===== src/logic/lpe_defs.vh =====
`ifndef LPE_DEFS_VH
`define LPE_DEFS_VH

// timing
`define LPE_CLK_HZ          10000000
`define LPE_MCLK_HZ         32768
`define LPE_MCLK_DIV        (`LPE_CLK_HZ / `LPE_MCLK_HZ)
`define LPE_PRE_FAST_DIV    16
`define LPE_PRE_SLOW_DIV    512

// register indices, byte address is four times the index
`define LPE_IDX_CTRL0       7'h06
`define LPE_IDX_CTRL1       7'h07
`define LPE_IDX_CTRL2       7'h08
`define LPE_IDX_PWM0        7'h16
`define LPE_IDX_PWM1        7'h17
`define LPE_IDX_PWM2        7'h18
`define LPE_IDX_VAR_D       7'h3c
`define LPE_IDX_ADC         7'h42
`define LPE_IDX_INSTR       7'h50
`define LPE_IDX_STATUS      7'h51
`define LPE_IDX_VAR_A       7'h52
`define LPE_IDX_CFG         7'h53

// fields
`define LPE_CTRL_LOG_EN_BIT 5
`define LPE_CFG_D_ADC_BIT   0
`define LPE_CFG_CH_LSB      1
`define LPE_RST_8           8'h00
`define LPE_RST_16          16'h0000

// instruction encodings
`define LPE_OP_RAMP_VAR     10'h210
`define LPE_OP_ARITH        4'h9
`define LPE_AR_LD           2'h0
`define LPE_AR_ADD          2'h1
`define LPE_AR_SUB          2'h2
`define LPE_AR_VAR          2'h3
`define LPE_AR_VADD         4'h0
`define LPE_AR_VSUB         4'h1

`endif


===== src/logic/lpe_divider.v =====
`timescale 1ns/1ps
module lpe_divider #(
  parameter DIV   = 16,
  parameter WIDTH = 10
) (
  // clock and reset
  input  wire clk_i,
  input  wire rst_i,
  // control
  input  wire clr_i,
  input  wire en_i,
  // tick
  output wire tick_o
);
  reg [WIDTH-1:0] cnt_reg;
  localparam integer     LAST_I = DIV - 1;
  localparam [WIDTH-1:0] LAST   = LAST_I[WIDTH-1:0];

  assign tick_o = en_i & (cnt_reg == LAST);

  always @(posedge clk_i or posedge rst_i) begin
    if (rst_i) begin
      cnt_reg <= {WIDTH{1'b0}};
    end else if (clr_i) begin
      cnt_reg <= {WIDTH{1'b0}};
    end else if (en_i) begin
      if (cnt_reg == LAST) begin
        cnt_reg <= {WIDTH{1'b0}};
      end else begin
        cnt_reg <= cnt_reg + {{(WIDTH-1){1'b0}}, 1'b1};
      end
    end
  end
endmodule


===== src/logic/lpe_ramp_engine.v =====
`timescale 1ns/1ps
`include "lpe_defs.vh"
module lpe_ramp_engine (
  // clock and reset
  input  wire        clk_i,
  input  wire        rst_i,
  // avalon-mm slave
  input  wire [8:0]  avs_address_i,
  input  wire        avs_read_i,
  input  wire        avs_write_i,
  input  wire [31:0] avs_writedata_i,
  input  wire [3:0]  avs_byteenable_i,
  output wire [31:0] avs_readdata_o,
  output wire        avs_waitrequest_o,
  // test adc
  input  wire [7:0]  adc_result_i,
  // led current drivers
  output wire [7:0]  led_current0_o,
  output wire [7:0]  led_current1_o,
  output wire [7:0]  led_current2_o,
  output wire        engine_busy_o
);
  localparam [2:0] ST_IDLE   = 3'd0;
  localparam [2:0] ST_DECODE = 3'd1;
  localparam [2:0] ST_RAMP   = 3'd2;
  localparam [2:0] ST_DONE   = 3'd3;
  localparam [2:0] ST_ARITH  = 3'd4;

  // bus side
  reg  [31:0] rdata_reg;
  reg         ack_reg;
  wire        req     = avs_read_i | avs_write_i;
  wire        wr_fire = avs_write_i & ack_reg;
  wire [6:0]  idx     = avs_address_i[8:2];

  // host registers
  reg  [7:0]  ctrl_reg [0:2];
  reg  [7:0]  pwm_reg [0:2];
  reg  [7:0]  var_d_reg;
  reg  [7:0]  adc_reg;
  reg  [7:0]  cfg_reg;
  reg  [15:0] instr_reg;

  // engine state
  reg  [2:0]  state_reg;
  reg  [7:0]  pc_reg;
  reg  [7:0]  var_a_reg;
  reg  [7:0]  var_b_reg;
  reg  [7:0]  var_c_reg;
  reg         pre_reg;
  reg         sign_reg;
  reg  [4:0]  step_time_reg;
  reg  [4:0]  step_cnt_reg;
  reg  [7:0]  inc_left_reg;
  reg         wait_only_reg;
  reg  [1:0]  ch_reg;
  // per channel output flops live in the generate block
  wire [23:0] led_w;

  // ticks
  wire        mtick;
  wire        tick_fast;
  wire        tick_slow;
  wire        div_clr = (state_reg == ST_DECODE);
  wire        base_tick = pre_reg ? tick_slow : tick_fast;

  // master clock stays free running so engine ticks keep their phase
  lpe_divider #(.DIV(`LPE_MCLK_DIV), .WIDTH(9)) u_mclk (
    .clk_i  (clk_i),
    .rst_i  (rst_i),
    .clr_i  (1'b0),
    .en_i   (1'b1),
    .tick_o (mtick)
  );

  // prescalers restart at ramp start so the first step is full length
  lpe_divider #(.DIV(`LPE_PRE_FAST_DIV), .WIDTH(4)) u_pre_fast (
    .clk_i  (clk_i),
    .rst_i  (rst_i),
    .clr_i  (div_clr),
    .en_i   (mtick),
    .tick_o (tick_fast)
  );

  lpe_divider #(.DIV(`LPE_PRE_SLOW_DIV), .WIDTH(9)) u_pre_slow (
    .clk_i  (clk_i),
    .rst_i  (rst_i),
    .clr_i  (div_clr),
    .en_i   (mtick),
    .tick_o (tick_slow)
  );

  // variable selector
  function [7:0] var_sel;
    input [1:0] s;
    begin
      case (s)
        2'd0:    var_sel = var_a_reg;
        2'd1:    var_sel = var_b_reg;
        2'd2:    var_sel = var_c_reg;
        default: var_sel = cfg_reg[`LPE_CFG_D_ADC_BIT] ? adc_reg : var_d_reg;
      endcase
    end
  endfunction

  // square law approximation, cheap but monotonic
  function [7:0] log_map;
    input [7:0] x;
    reg   [15:0] p;
    begin
      p = x * x;
      log_map = (x == 8'hff) ? 8'hff : p[15:8];
    end
  endfunction

  // channel 3 has no brightness reg, software must not select it
  wire [7:0] cur_pwm = pwm_reg[ch_reg];
  wire [7:0] vs_step = var_sel(instr_reg[3:2]);
  wire [7:0] vs_inc  = var_sel(instr_reg[1:0]);
  wire [7:0] vs_tgt  = var_sel(instr_reg[11:10]);
  wire [7:0] vs_one  = var_sel(instr_reg[3:2]);
  wire [7:0] vs_two  = var_sel(instr_reg[1:0]);
  wire       is_imm_ramp = ~instr_reg[15];
  wire       is_var_ramp = (instr_reg[15:6] == `LPE_OP_RAMP_VAR);
  // target 3 is host owned, arithmetic into it is dropped
  wire       is_arith    = (instr_reg[15:12] == `LPE_OP_ARITH) & (instr_reg[11:10] != 2'd3);
  wire [7:0] dec_inc     = is_imm_ramp ? instr_reg[7:0] : vs_inc;
  wire [5:0] step_next   = {1'b0, step_cnt_reg} + 6'h01;
  // a step time of 0 ends on every tick, same as 1
  wire       step_end    = (step_next >= {1'b0, step_time_reg});

  // arithmetic result, wraps modulo 256
  reg  [7:0] ar_res;
  reg        ar_valid;
  always @* begin
    ar_res   = 8'h00;
    ar_valid = 1'b1;
    case (instr_reg[9:8])
      `LPE_AR_LD:  ar_res = instr_reg[7:0];
      `LPE_AR_ADD: ar_res = vs_tgt + instr_reg[7:0];
      `LPE_AR_SUB: ar_res = vs_tgt - instr_reg[7:0];
      default: begin
        if (instr_reg[7:4] == `LPE_AR_VADD) begin
          ar_res = vs_one + vs_two;
        end else if (instr_reg[7:4] == `LPE_AR_VSUB) begin
          ar_res = vs_one - vs_two;
        end else begin
          ar_valid = 1'b0;
        end
      end
    endcase
  end

  // avalon handshake: one wait cycle, answer on the second
  assign avs_waitrequest_o = req & ~ack_reg;
  assign avs_readdata_o    = rdata_reg;
  assign engine_busy_o     = (state_reg != ST_IDLE);
  assign led_current0_o    = led_w[7:0];
  assign led_current1_o    = led_w[15:8];
  assign led_current2_o    = led_w[23:16];

  always @(posedge clk_i or posedge rst_i) begin
    if (rst_i) begin
      ack_reg   <= 1'b0;
      rdata_reg <= 32'h0000_0000;
    end else begin
      ack_reg <= req & ~ack_reg;
      if (req & ~ack_reg) begin
        rdata_reg <= 32'h0000_0000;
        if (avs_read_i) begin
          case (idx)
            `LPE_IDX_CTRL0:  rdata_reg[7:0]  <= ctrl_reg[0];
            `LPE_IDX_CTRL1:  rdata_reg[7:0]  <= ctrl_reg[1];
            `LPE_IDX_CTRL2:  rdata_reg[7:0]  <= ctrl_reg[2];
            `LPE_IDX_PWM0:   rdata_reg[7:0]  <= pwm_reg[0];
            `LPE_IDX_PWM1:   rdata_reg[7:0]  <= pwm_reg[1];
            `LPE_IDX_PWM2:   rdata_reg[7:0]  <= pwm_reg[2];
            `LPE_IDX_VAR_D:  rdata_reg[7:0]  <= var_d_reg;
            `LPE_IDX_ADC:    rdata_reg[7:0]  <= adc_reg;
            `LPE_IDX_INSTR:  rdata_reg[15:0] <= instr_reg;
            `LPE_IDX_STATUS: rdata_reg[15:0] <= {pc_reg, 5'h00, state_reg};
            `LPE_IDX_VAR_A:  rdata_reg[7:0]  <= var_a_reg;
            `LPE_IDX_CFG:    rdata_reg[7:0]  <= cfg_reg;
            default:         rdata_reg       <= 32'h0000_0000;
          endcase
        end
      end
    end
  end

  // output stage, log or linear per channel
  genvar g;
  generate
    for (g = 0; g < 3; g = g + 1) begin : g_out
      reg [7:0] out_reg;
      assign led_w[g*8 +: 8] = out_reg;
      always @(posedge clk_i or posedge rst_i) begin
        if (rst_i) begin
          out_reg <= `LPE_RST_8;
        end else if (ctrl_reg[g][`LPE_CTRL_LOG_EN_BIT]) begin
          out_reg <= log_map(pwm_reg[g]);
        end else begin
          out_reg <= pwm_reg[g];
        end
      end
    end
  endgenerate

  // adc result is sampled every cycle, read-only to the host
  always @(posedge clk_i or posedge rst_i) begin
    if (rst_i) begin
      adc_reg <= `LPE_RST_8;
    end else begin
      adc_reg <= adc_result_i;
    end
  end

  // host registers plus the engine, one process so each reg has one driver
  always @(posedge clk_i or posedge rst_i) begin
    if (rst_i) begin
      ctrl_reg[0]   <= `LPE_RST_8;
      ctrl_reg[1]   <= `LPE_RST_8;
      ctrl_reg[2]   <= `LPE_RST_8;
      pwm_reg[0]    <= `LPE_RST_8;
      pwm_reg[1]    <= `LPE_RST_8;
      pwm_reg[2]    <= `LPE_RST_8;
      var_d_reg     <= `LPE_RST_8;
      cfg_reg       <= `LPE_RST_8;
      instr_reg     <= `LPE_RST_16;
      state_reg     <= ST_IDLE;
      pc_reg        <= `LPE_RST_8;
      var_a_reg     <= `LPE_RST_8;
      var_b_reg     <= `LPE_RST_8;
      var_c_reg     <= `LPE_RST_8;
      pre_reg       <= 1'b0;
      sign_reg      <= 1'b0;
      step_time_reg <= 5'h00;
      step_cnt_reg  <= 5'h00;
      inc_left_reg  <= `LPE_RST_8;
      wait_only_reg <= 1'b0;
      ch_reg        <= 2'h0;
    end else begin
      if (wr_fire & avs_byteenable_i[0]) begin
        case (idx)
          `LPE_IDX_CTRL0: ctrl_reg[0] <= avs_writedata_i[7:0];
          `LPE_IDX_CTRL1: ctrl_reg[1] <= avs_writedata_i[7:0];
          `LPE_IDX_CTRL2: ctrl_reg[2] <= avs_writedata_i[7:0];
          `LPE_IDX_VAR_D: var_d_reg   <= avs_writedata_i[7:0];
          `LPE_IDX_CFG:   cfg_reg     <= avs_writedata_i[7:0];
          default: ;
        endcase
        // the engine owns every channel's brightness while it runs
        if (state_reg == ST_IDLE) begin
          case (idx)
            `LPE_IDX_PWM0: pwm_reg[0] <= avs_writedata_i[7:0];
            `LPE_IDX_PWM1: pwm_reg[1] <= avs_writedata_i[7:0];
            `LPE_IDX_PWM2: pwm_reg[2] <= avs_writedata_i[7:0];
            default: ;
          endcase
        end
      end
      case (state_reg)
        ST_IDLE: begin
          // a new instruction is refused while one runs
          if (wr_fire & (idx == `LPE_IDX_INSTR) & (&avs_byteenable_i[1:0])) begin
            instr_reg <= avs_writedata_i[15:0];
            ch_reg    <= cfg_reg[`LPE_CFG_CH_LSB+1:`LPE_CFG_CH_LSB];
            state_reg <= ST_DECODE;
          end
        end
        ST_DECODE: begin
          step_cnt_reg <= 5'h00;
          if (is_imm_ramp) begin
            pre_reg       <= instr_reg[14];
            step_time_reg <= instr_reg[13:9];
            sign_reg      <= instr_reg[8];
          end else begin
            pre_reg       <= instr_reg[5];
            step_time_reg <= vs_step[4:0];
            sign_reg      <= instr_reg[4];
          end
          if (is_imm_ramp | is_var_ramp) begin
            wait_only_reg <= (dec_inc == 8'h00);
            inc_left_reg  <= (dec_inc == 8'h00) ? 8'h01 : dec_inc;
            state_reg     <= ST_RAMP;
          end else if (is_arith) begin
            state_reg <= ST_ARITH;
          end else begin
            state_reg <= ST_DONE;
          end
        end
        ST_RAMP: begin
          if (base_tick) begin
            if (step_end) begin
              step_cnt_reg <= 5'h00;
              if (~wait_only_reg) begin
                if (sign_reg) begin
                  if (cur_pwm != 8'h00) begin
                    pwm_reg[ch_reg] <= cur_pwm - 8'h01;
                  end
                end else if (cur_pwm != 8'hff) begin
                  pwm_reg[ch_reg] <= cur_pwm + 8'h01;
                end
              end
              inc_left_reg <= inc_left_reg - 8'h01;
              if (inc_left_reg == 8'h01) begin
                state_reg <= ST_DONE;
              end
            end else begin
              step_cnt_reg <= step_next[4:0];
            end
          end
        end
        ST_DONE: begin
          // wait for the tick so pc moves on the engine clock
          if (mtick) begin
            pc_reg    <= pc_reg + 8'h01;
            state_reg <= ST_IDLE;
          end
        end
        ST_ARITH: begin
          // operands are read at the tick, not at decode
          if (mtick) begin
            if (ar_valid) begin
              case (instr_reg[11:10])
                2'd0:    var_a_reg <= ar_res;
                2'd1:    var_b_reg <= ar_res;
                default: var_c_reg <= ar_res;
              endcase
            end
            pc_reg    <= pc_reg + 8'h01;
            state_reg <= ST_IDLE;
          end
        end
        default: state_reg <= ST_IDLE;
      endcase
    end
  end
endmodule

===== config.mk =====
export PLATFORM = sky130hd
export DESIGN_NAME = lpe_ramp_engine
export DESIGN_NICKNAME = d
export VERILOG_FILES = /design/src/logic/lpe_divider.v /design/src/logic/lpe_ramp_engine.v
export VERILOG_INCLUDE_DIRS = /design/src /design/src/logic
export SDC_FILE = /design/constraint.sdc
export NUM_CORES = 1
export LEC_CHECK = 0
export BUFFER_PORTS_ARGS = -buffer_cell sky130_fd_sc_hd__buf_2
export CORE_ASPECT_RATIO = 1.75
export CORE_UTILIZATION = 35
export CTS_CLUSTER_DIAMETER = 80
export DETAILED_ROUTE_END_ITERATION = 10
export GPL_TIMING_DRIVEN = 0
export HOLD_SLACK_MARGIN = 0.08
export PLACE_DENSITY = 0.65
export SKIP_CTS_REPAIR_TIMING = 1
export SYNTH_ARGS = -nofsm -noshare
export SYNTH_HDL_FRONTEND = slang
export SYNTH_SLANG_ARGS = --single-unit

===== constraint.sdc =====
create_clock -name clk_i -period 6.2 [get_ports clk_i]
set_input_delay 0.31 -clock clk_i [delete_from_list [all_inputs] [get_ports clk_i]]
set_output_delay 0.31 -clock clk_i [all_outputs]
set_load 0.02 [all_outputs]

# Yosys cells after proc, flatten, opt, wreduce, memory -nomap -nowiden
# Cells that the tools add are included.
[op_classes] reduce_logical=30 muxes=66 n_bitwise=14 n_mul=3 n_eq_ne=42 n_addsub=12 magnitude_cmp=3
[ops] op="$mux W24" n=9
[ops] op="$mux W8" n=20
[ops] op="$pmux W8 S12" n=1
[ops] op="$pmux W8 S3" n=4
[ops] op="$bwmux W24" n=2
[ops] op="$mul A8 B8 Y16" n=3
[ops] op="$mux W9" n=4
[ops] op="$eq A7 B7 Y1 const B" n=5
[ops] op="$pmux W8 S2" n=2
[ops] op="$eq A8 B8 Y1 const B" n=3
[ops] op="$eq A7 B5 Y1 const B" n=3
[ops] op="$mux W3" n=7
[ops] op="$reduce_and A2 Y1" n=10
[ops] op="$add A9 B1 Y9 const B" n=2
[ops] op="$eq A9 B9 Y1 const B" n=2
[ops] op="$add A8 B1 Y8 const B" n=2
[ops] op="$add A8 B8 Y8" n=2
[ops] op="$bmux W8 S2" n=1
[ops] op="$demux W8 S2" n=1
[ops] op="$mux W16" n=1
[ops] op="$reduce_and A4 Y1" n=4
[ops] op="$sub A8 B1 Y8 const B" n=2
[ops] op="$sub A8 B8 Y8" n=2
[ops] op="$mux W5" n=3
[ops] op="other kinds (39)" n=75
[totals] output_inout_bits=58 register_bits=225 in_bits=57 word_cells=200

# Depth between registers and ports, before layout
[logic_depth] depth_word=12 mapped_depth=19 depth_no_buf=18

# Modules after synthesis
# Synthesis repeated with hierarchy kept, for this count alone.
[unflattened] cells_unflattened=1837 area_unflattened_um2=17249.0
[modules_own_cells] module="lpe_ramp_engine" instances=1 area_each_um2=16027.9 seq_area_each_um2=4679.5 cells_per_inst=1708
[modules_own_cells] module="lpe_divider (u_pre_slow)" instances=1 area_each_um2=506.7 seq_area_each_um2=225.2 cells_per_inst=52
[modules_own_cells] module="lpe_divider (u_mclk)" instances=1 area_each_um2=505.5 seq_area_each_um2=225.2 cells_per_inst=54
[modules_own_cells] module="lpe_divider (u_pre_fast)" instances=1 area_each_um2=209.0 seq_area_each_um2=100.1 cells_per_inst=23

# Worst setup path after synthesis
# No wires, ideal clock.
[synth_timing] path_type="reg2reg" from="register pwm_reg[4] (netlist bit)" to="register g_out[2].out_reg[7] (netlist: led_current2_o[7])" slack_ns=1.591 synth_period_minus_slack_ns=4.609 required_ns=6.080 setup_time_ns=0.120 path_stages_with_launch=17 n_path_buf=1 t_arrival_ns=4.489 path_cell_list="dfrtp_1 > clkbuf_1 > nand2_1 > fa_1 > inv_1 > fa_1 > fa_1 > inv_1 > fa_1 > inv_1 > ha_1 > or3_1 > o31ai_1 > o21ai_0 > nor3_1 > mux2i_1 > nor3_1"
[synth_via] elab_chain_len=3 word_cells_on_any_way=4 classes_between="mul: 1; eq/ne: 1; mux: 2"
[synth_rtl] item="start, declared" line_no="lpe_ramp_engine.v:38" rtl="reg [7:0] pwm_reg [0:2];"
[synth_rtl] item="start signal, assigned by index" line_no="lpe_ramp_engine.v:299" rtl="pwm_reg[ch_reg] <= cur_pwm - 8'h01;"
[synth_rtl] item="start signal, assigned by index" line_no="lpe_ramp_engine.v:302" rtl="pwm_reg[ch_reg] <= cur_pwm + 8'h01;"
[synth_rtl] item="$mul A8 B8 Y16 / $eq A8 B8 Y1 (equally long branches)" line_no="lpe_ramp_engine.v:111, lpe_ramp_engine.v:112"
[synth_rtl] item="$mux W8 (*)" line_no="lpe_ramp_engine.v:112" rtl="log_map = (x == 8'hff) ? 8'hff : p[15:8];"
[synth_rtl] item="$mux W8 (*)" line_no="lpe_ramp_engine.v:200" rtl="end else if (ctrl_reg[g][`LPE_CTRL_LOG_EN_BIT]) begin"
[synth_rtl] item="end signal, assigned" line_no="lpe_ramp_engine.v:199" rtl="out_reg <= `LPE_RST_8;"
[synth_rtl] item="end signal, assigned" line_no="lpe_ramp_engine.v:201" rtl="out_reg <= log_map(pwm_reg[g]);"
[synth_rtl] item="end signal, assigned" line_no="lpe_ramp_engine.v:203" rtl="out_reg <= pwm_reg[g];"
[synth_rtl] item="end, declared" line_no="lpe_ramp_engine.v:195" rtl="reg [7:0] out_reg;"
# Every way passes the cells marked *; elsewhere a longest branch is shown, timed or not.
# A chain may end at the register's enable or synchronous reset.

# Worst setup path after layout
[layout_timing] from="register pwm_reg[5] (netlist bit)" to="register g_out[2].out_reg[7] (netlist: led_current2_o[7])"
# Same word-level chain as after synthesis.

==> results.yml <==
worst_setup_path:
  r2r_cells: 17
  reg2reg_to: "led_current2_o[7]$_DFF_PP0_"
  endpoint: "led_current2_o[7]$_DFF_PP0_"
  crit-reg2reg-launch: "pwm_reg[5]$_DFF_PP0_"
  critical_path.startpoint_type: "register"
  path_max_fanout: 10
  worstPathRequired_ns: 6.60
  crit_path_end_kind: "register"
  crit_start: "pwm_reg[5]$_DFF_PP0_"
  rrSetupSlack_ns: 0.56
  arrival_ns: 6.04
  path_class: "register to register"
route:
  drt_iter0_markers: 889
  wl_met3_um: 1830
  via_per_inst: 5.50
  drcViolationCount: 0
  dr.max_layer_used: "met4"
  vias: 14400
  drt-pass1-iter-count: 6
  wl_met2_um: 29800
  ant_nets: 0
  m1WireLength_um: 18600
  routed_wl_um: 55800
  post_drt_wl_per_cell_um: 21.2
yosys:
  ys_async_sr_fraction_pct: 100
  syn-instance-count: 1821
  synth_edf_count: 0
  yosys_warnings: 0
  synth_area_sq_mm: 0.0173
  syn_avg_cell_area_sq_um: 9.51
  synth_flop_cell: "dfrtp_1"
  yosysSeqAreaShare_pct: 30.2
  ys_ff_latch: 209
  ys_types: 95
place:
  gp_congestion: 0.973
  pre_cts_slack_ns: 0.468
  port_buffers: 76
  detailed_place_hpwl_um: 44100
  dpl.cell_count: 2568
sta:
  finalMaxSlewViolations: 0
  worst_pin_slew_ns: 1.19
  rsz0062_at_grt: "no"
  finalWorstSetupSlack_ns: 0.556
  fmax_mhz: 177
  skew_ns: 0.0167
  final-hold-violation-count: 0
  fin_crit_sh_pct: 91.0
  finalCriticalPeriod_ns: 5.64
  hold-worst-slack_ns: 0.168
  slew_headroom_pct: 20.4
  setup_violations: 0
global_routing:
  antenna_found_initial: 0
  grt_util_all_layers_pct: 22.6
  grt_pass1_wl_um: 86600
  grt_pass1_vias: 15300
  grt_max_degree: 122
  grt-ovfl-total: 0
floorplan:
  dieWidth_um: 170
  dieArea_sq_mm: 0.0504
  coreArea_sq_mm: 0.0487
  ioPinCount: 115
  dieHeight_um: 296
  start_util_pct: 35.5
  rows: 107
pwr:
  p_leak_nw: 8.88
  powerDensity_mw_per_mm2: 155
  max-vdd-ir-drop_mv: 0.205
clock_network:
  cts-root-buf: "clkbuf_16"
  cts_tree: "yes"
  clk_latency_ns: 0.55
  clk_path_buf_depth: 3
  cts_buffers: 23
  clk_pin_slew_worst_paths_ns: 0.07
  cts.htree.levels: 1
  clock_sink_count: 209
final_layout:
  diodes: 0
  nNetsFinal: 2220
  final_common_cell: "dfrtp_1"
  layout_common_cells: "dfrtp_1 (209), inv_1 (171), nand2_1 (163)"
  multi_input_area_sq_mm: 0.0110
  regArea_sq_mm: 0.00523
  nFillCells: 4930
  drive_gt1_share_pct: 14.4
  area_delta_synth_final_pct: 13.0
  fin_cells: 2626
min_path:
  min_path_type: "input port to register"
  whs_path_depth: 3
run_status:
  status: "finished clean"
job:
  drv_cap: 0
## synthesized netlist by cell type (40+ instances only)
| cell | instances | area [sq um] |
|---|---|---|
| a21oi_1 | 73 | 365 |
| o21ai_0 | 77 | 385 |
| fa_1 | 75 | 1500 |
| mux2_2 | 76 | 856 |
| nor2_1 | 114 | 428 |
| ha_1 | 132 | 1650 |
| dfrtp_1 | 209 | 5230 |
| xnor2_1 | 50 | 438 |
| and2_1 | 50 | 313 |
| nand2_1 | 163 | 612 |
| inv_1 | 172 | 646 |
| mux2i_1 | 60 | 601 |
| clkbuf_1 | 73 | 274 |
| nor3_1 | 40 | 200 |
## worst max-delay path: stages (launching register included)
cell and delay (ns):
dfrtp_1 0.35, clkbuf_1 0.42, inv_1 0.31, nor2_1 0.29, fa_1 0.49, fa_1 0.56
inv_1 0.06, fa_1 0.50, fa_1 0.54, inv_1 0.04, ha_1 0.34, nand3_1 0.12
nand2_1 0.08, o31ai_1 0.45, o21ai_0 0.26, nor3_1 0.25, mux2i_1 0.12, nor3_1 0.33
## layout make-up
class	count	area share (%)
Clock buffer	26	3.10
Timing Repair Buffer	94	2.95
Sequential cell	209	26.7
Clock inverter	15	0.907
Buffer	112	2.70
Multi-Input combinational cell	1343	56.1
Tap cell	654	4.18
Inverter	173	3.36
## power by group
group,switching [mW],internal [mW],leakage (nW)
logic,0.115,0.0538,5.89
clock network,0.641,0.839,0.377
registers,0.00892,1.37,2.62
## layer usage
metal / global-route usage (%) / vias to the layer above
met5: 0 / -
met4: 20.2 / 0
met2: 42.9 / 425
met1: 21.5 / 7153
met3: 2.00 / 217
li1: - / 6647
## how the worst min path moves through the flow
stage,start,to
after floorplan,adc_result_i[0],adc_reg[0]$_DFF_PP0_
after global placement,adc_result_i[3],adc_reg[3]$_DFF_PP0_
after detailed placement,adc_result_i[6],adc_reg[6]$_DFF_PP0_
after CTS,adc_result_i[1],adc_reg[1]$_DFF_PP0_
after global routing,avs_writedata_i[0],instr_reg[0]$_DFFE_PP0P_
final,avs_writedata_i[0],instr_reg[0]$_DFFE_PP0P_
## metrics by stage
stage               cell area [sq um]  util, %  power, mW  TNS [ns]
finish                          19600     40.2       3.03         0
detailed placement              18600     38.2       1.57         0
CTS                             19400     39.8       3.05         0
floorplan                       17400        -       1.50         0
global route                    19600     40.2       3.12         0
global placement                18600     38.1       1.57   -476.44
## kinds of logic (layout without fill, tap and decap cells)
group,after synthesis,after routing,share of synthesized area [%]
AND/OR/NAND/NOR,526,526,15.4
AO/OA/AOI/OAI,365,365,15.0
buffers and inverters,285,420,6.80
flip-flops,209,209,30.2
adder cells (fa/ha/maj),207,207,18.2
multiplexers,153,153,10.6
XOR/XNOR,75,75,3.79
other,1,17,0.0216
Power figures use the tool's default switching activity.
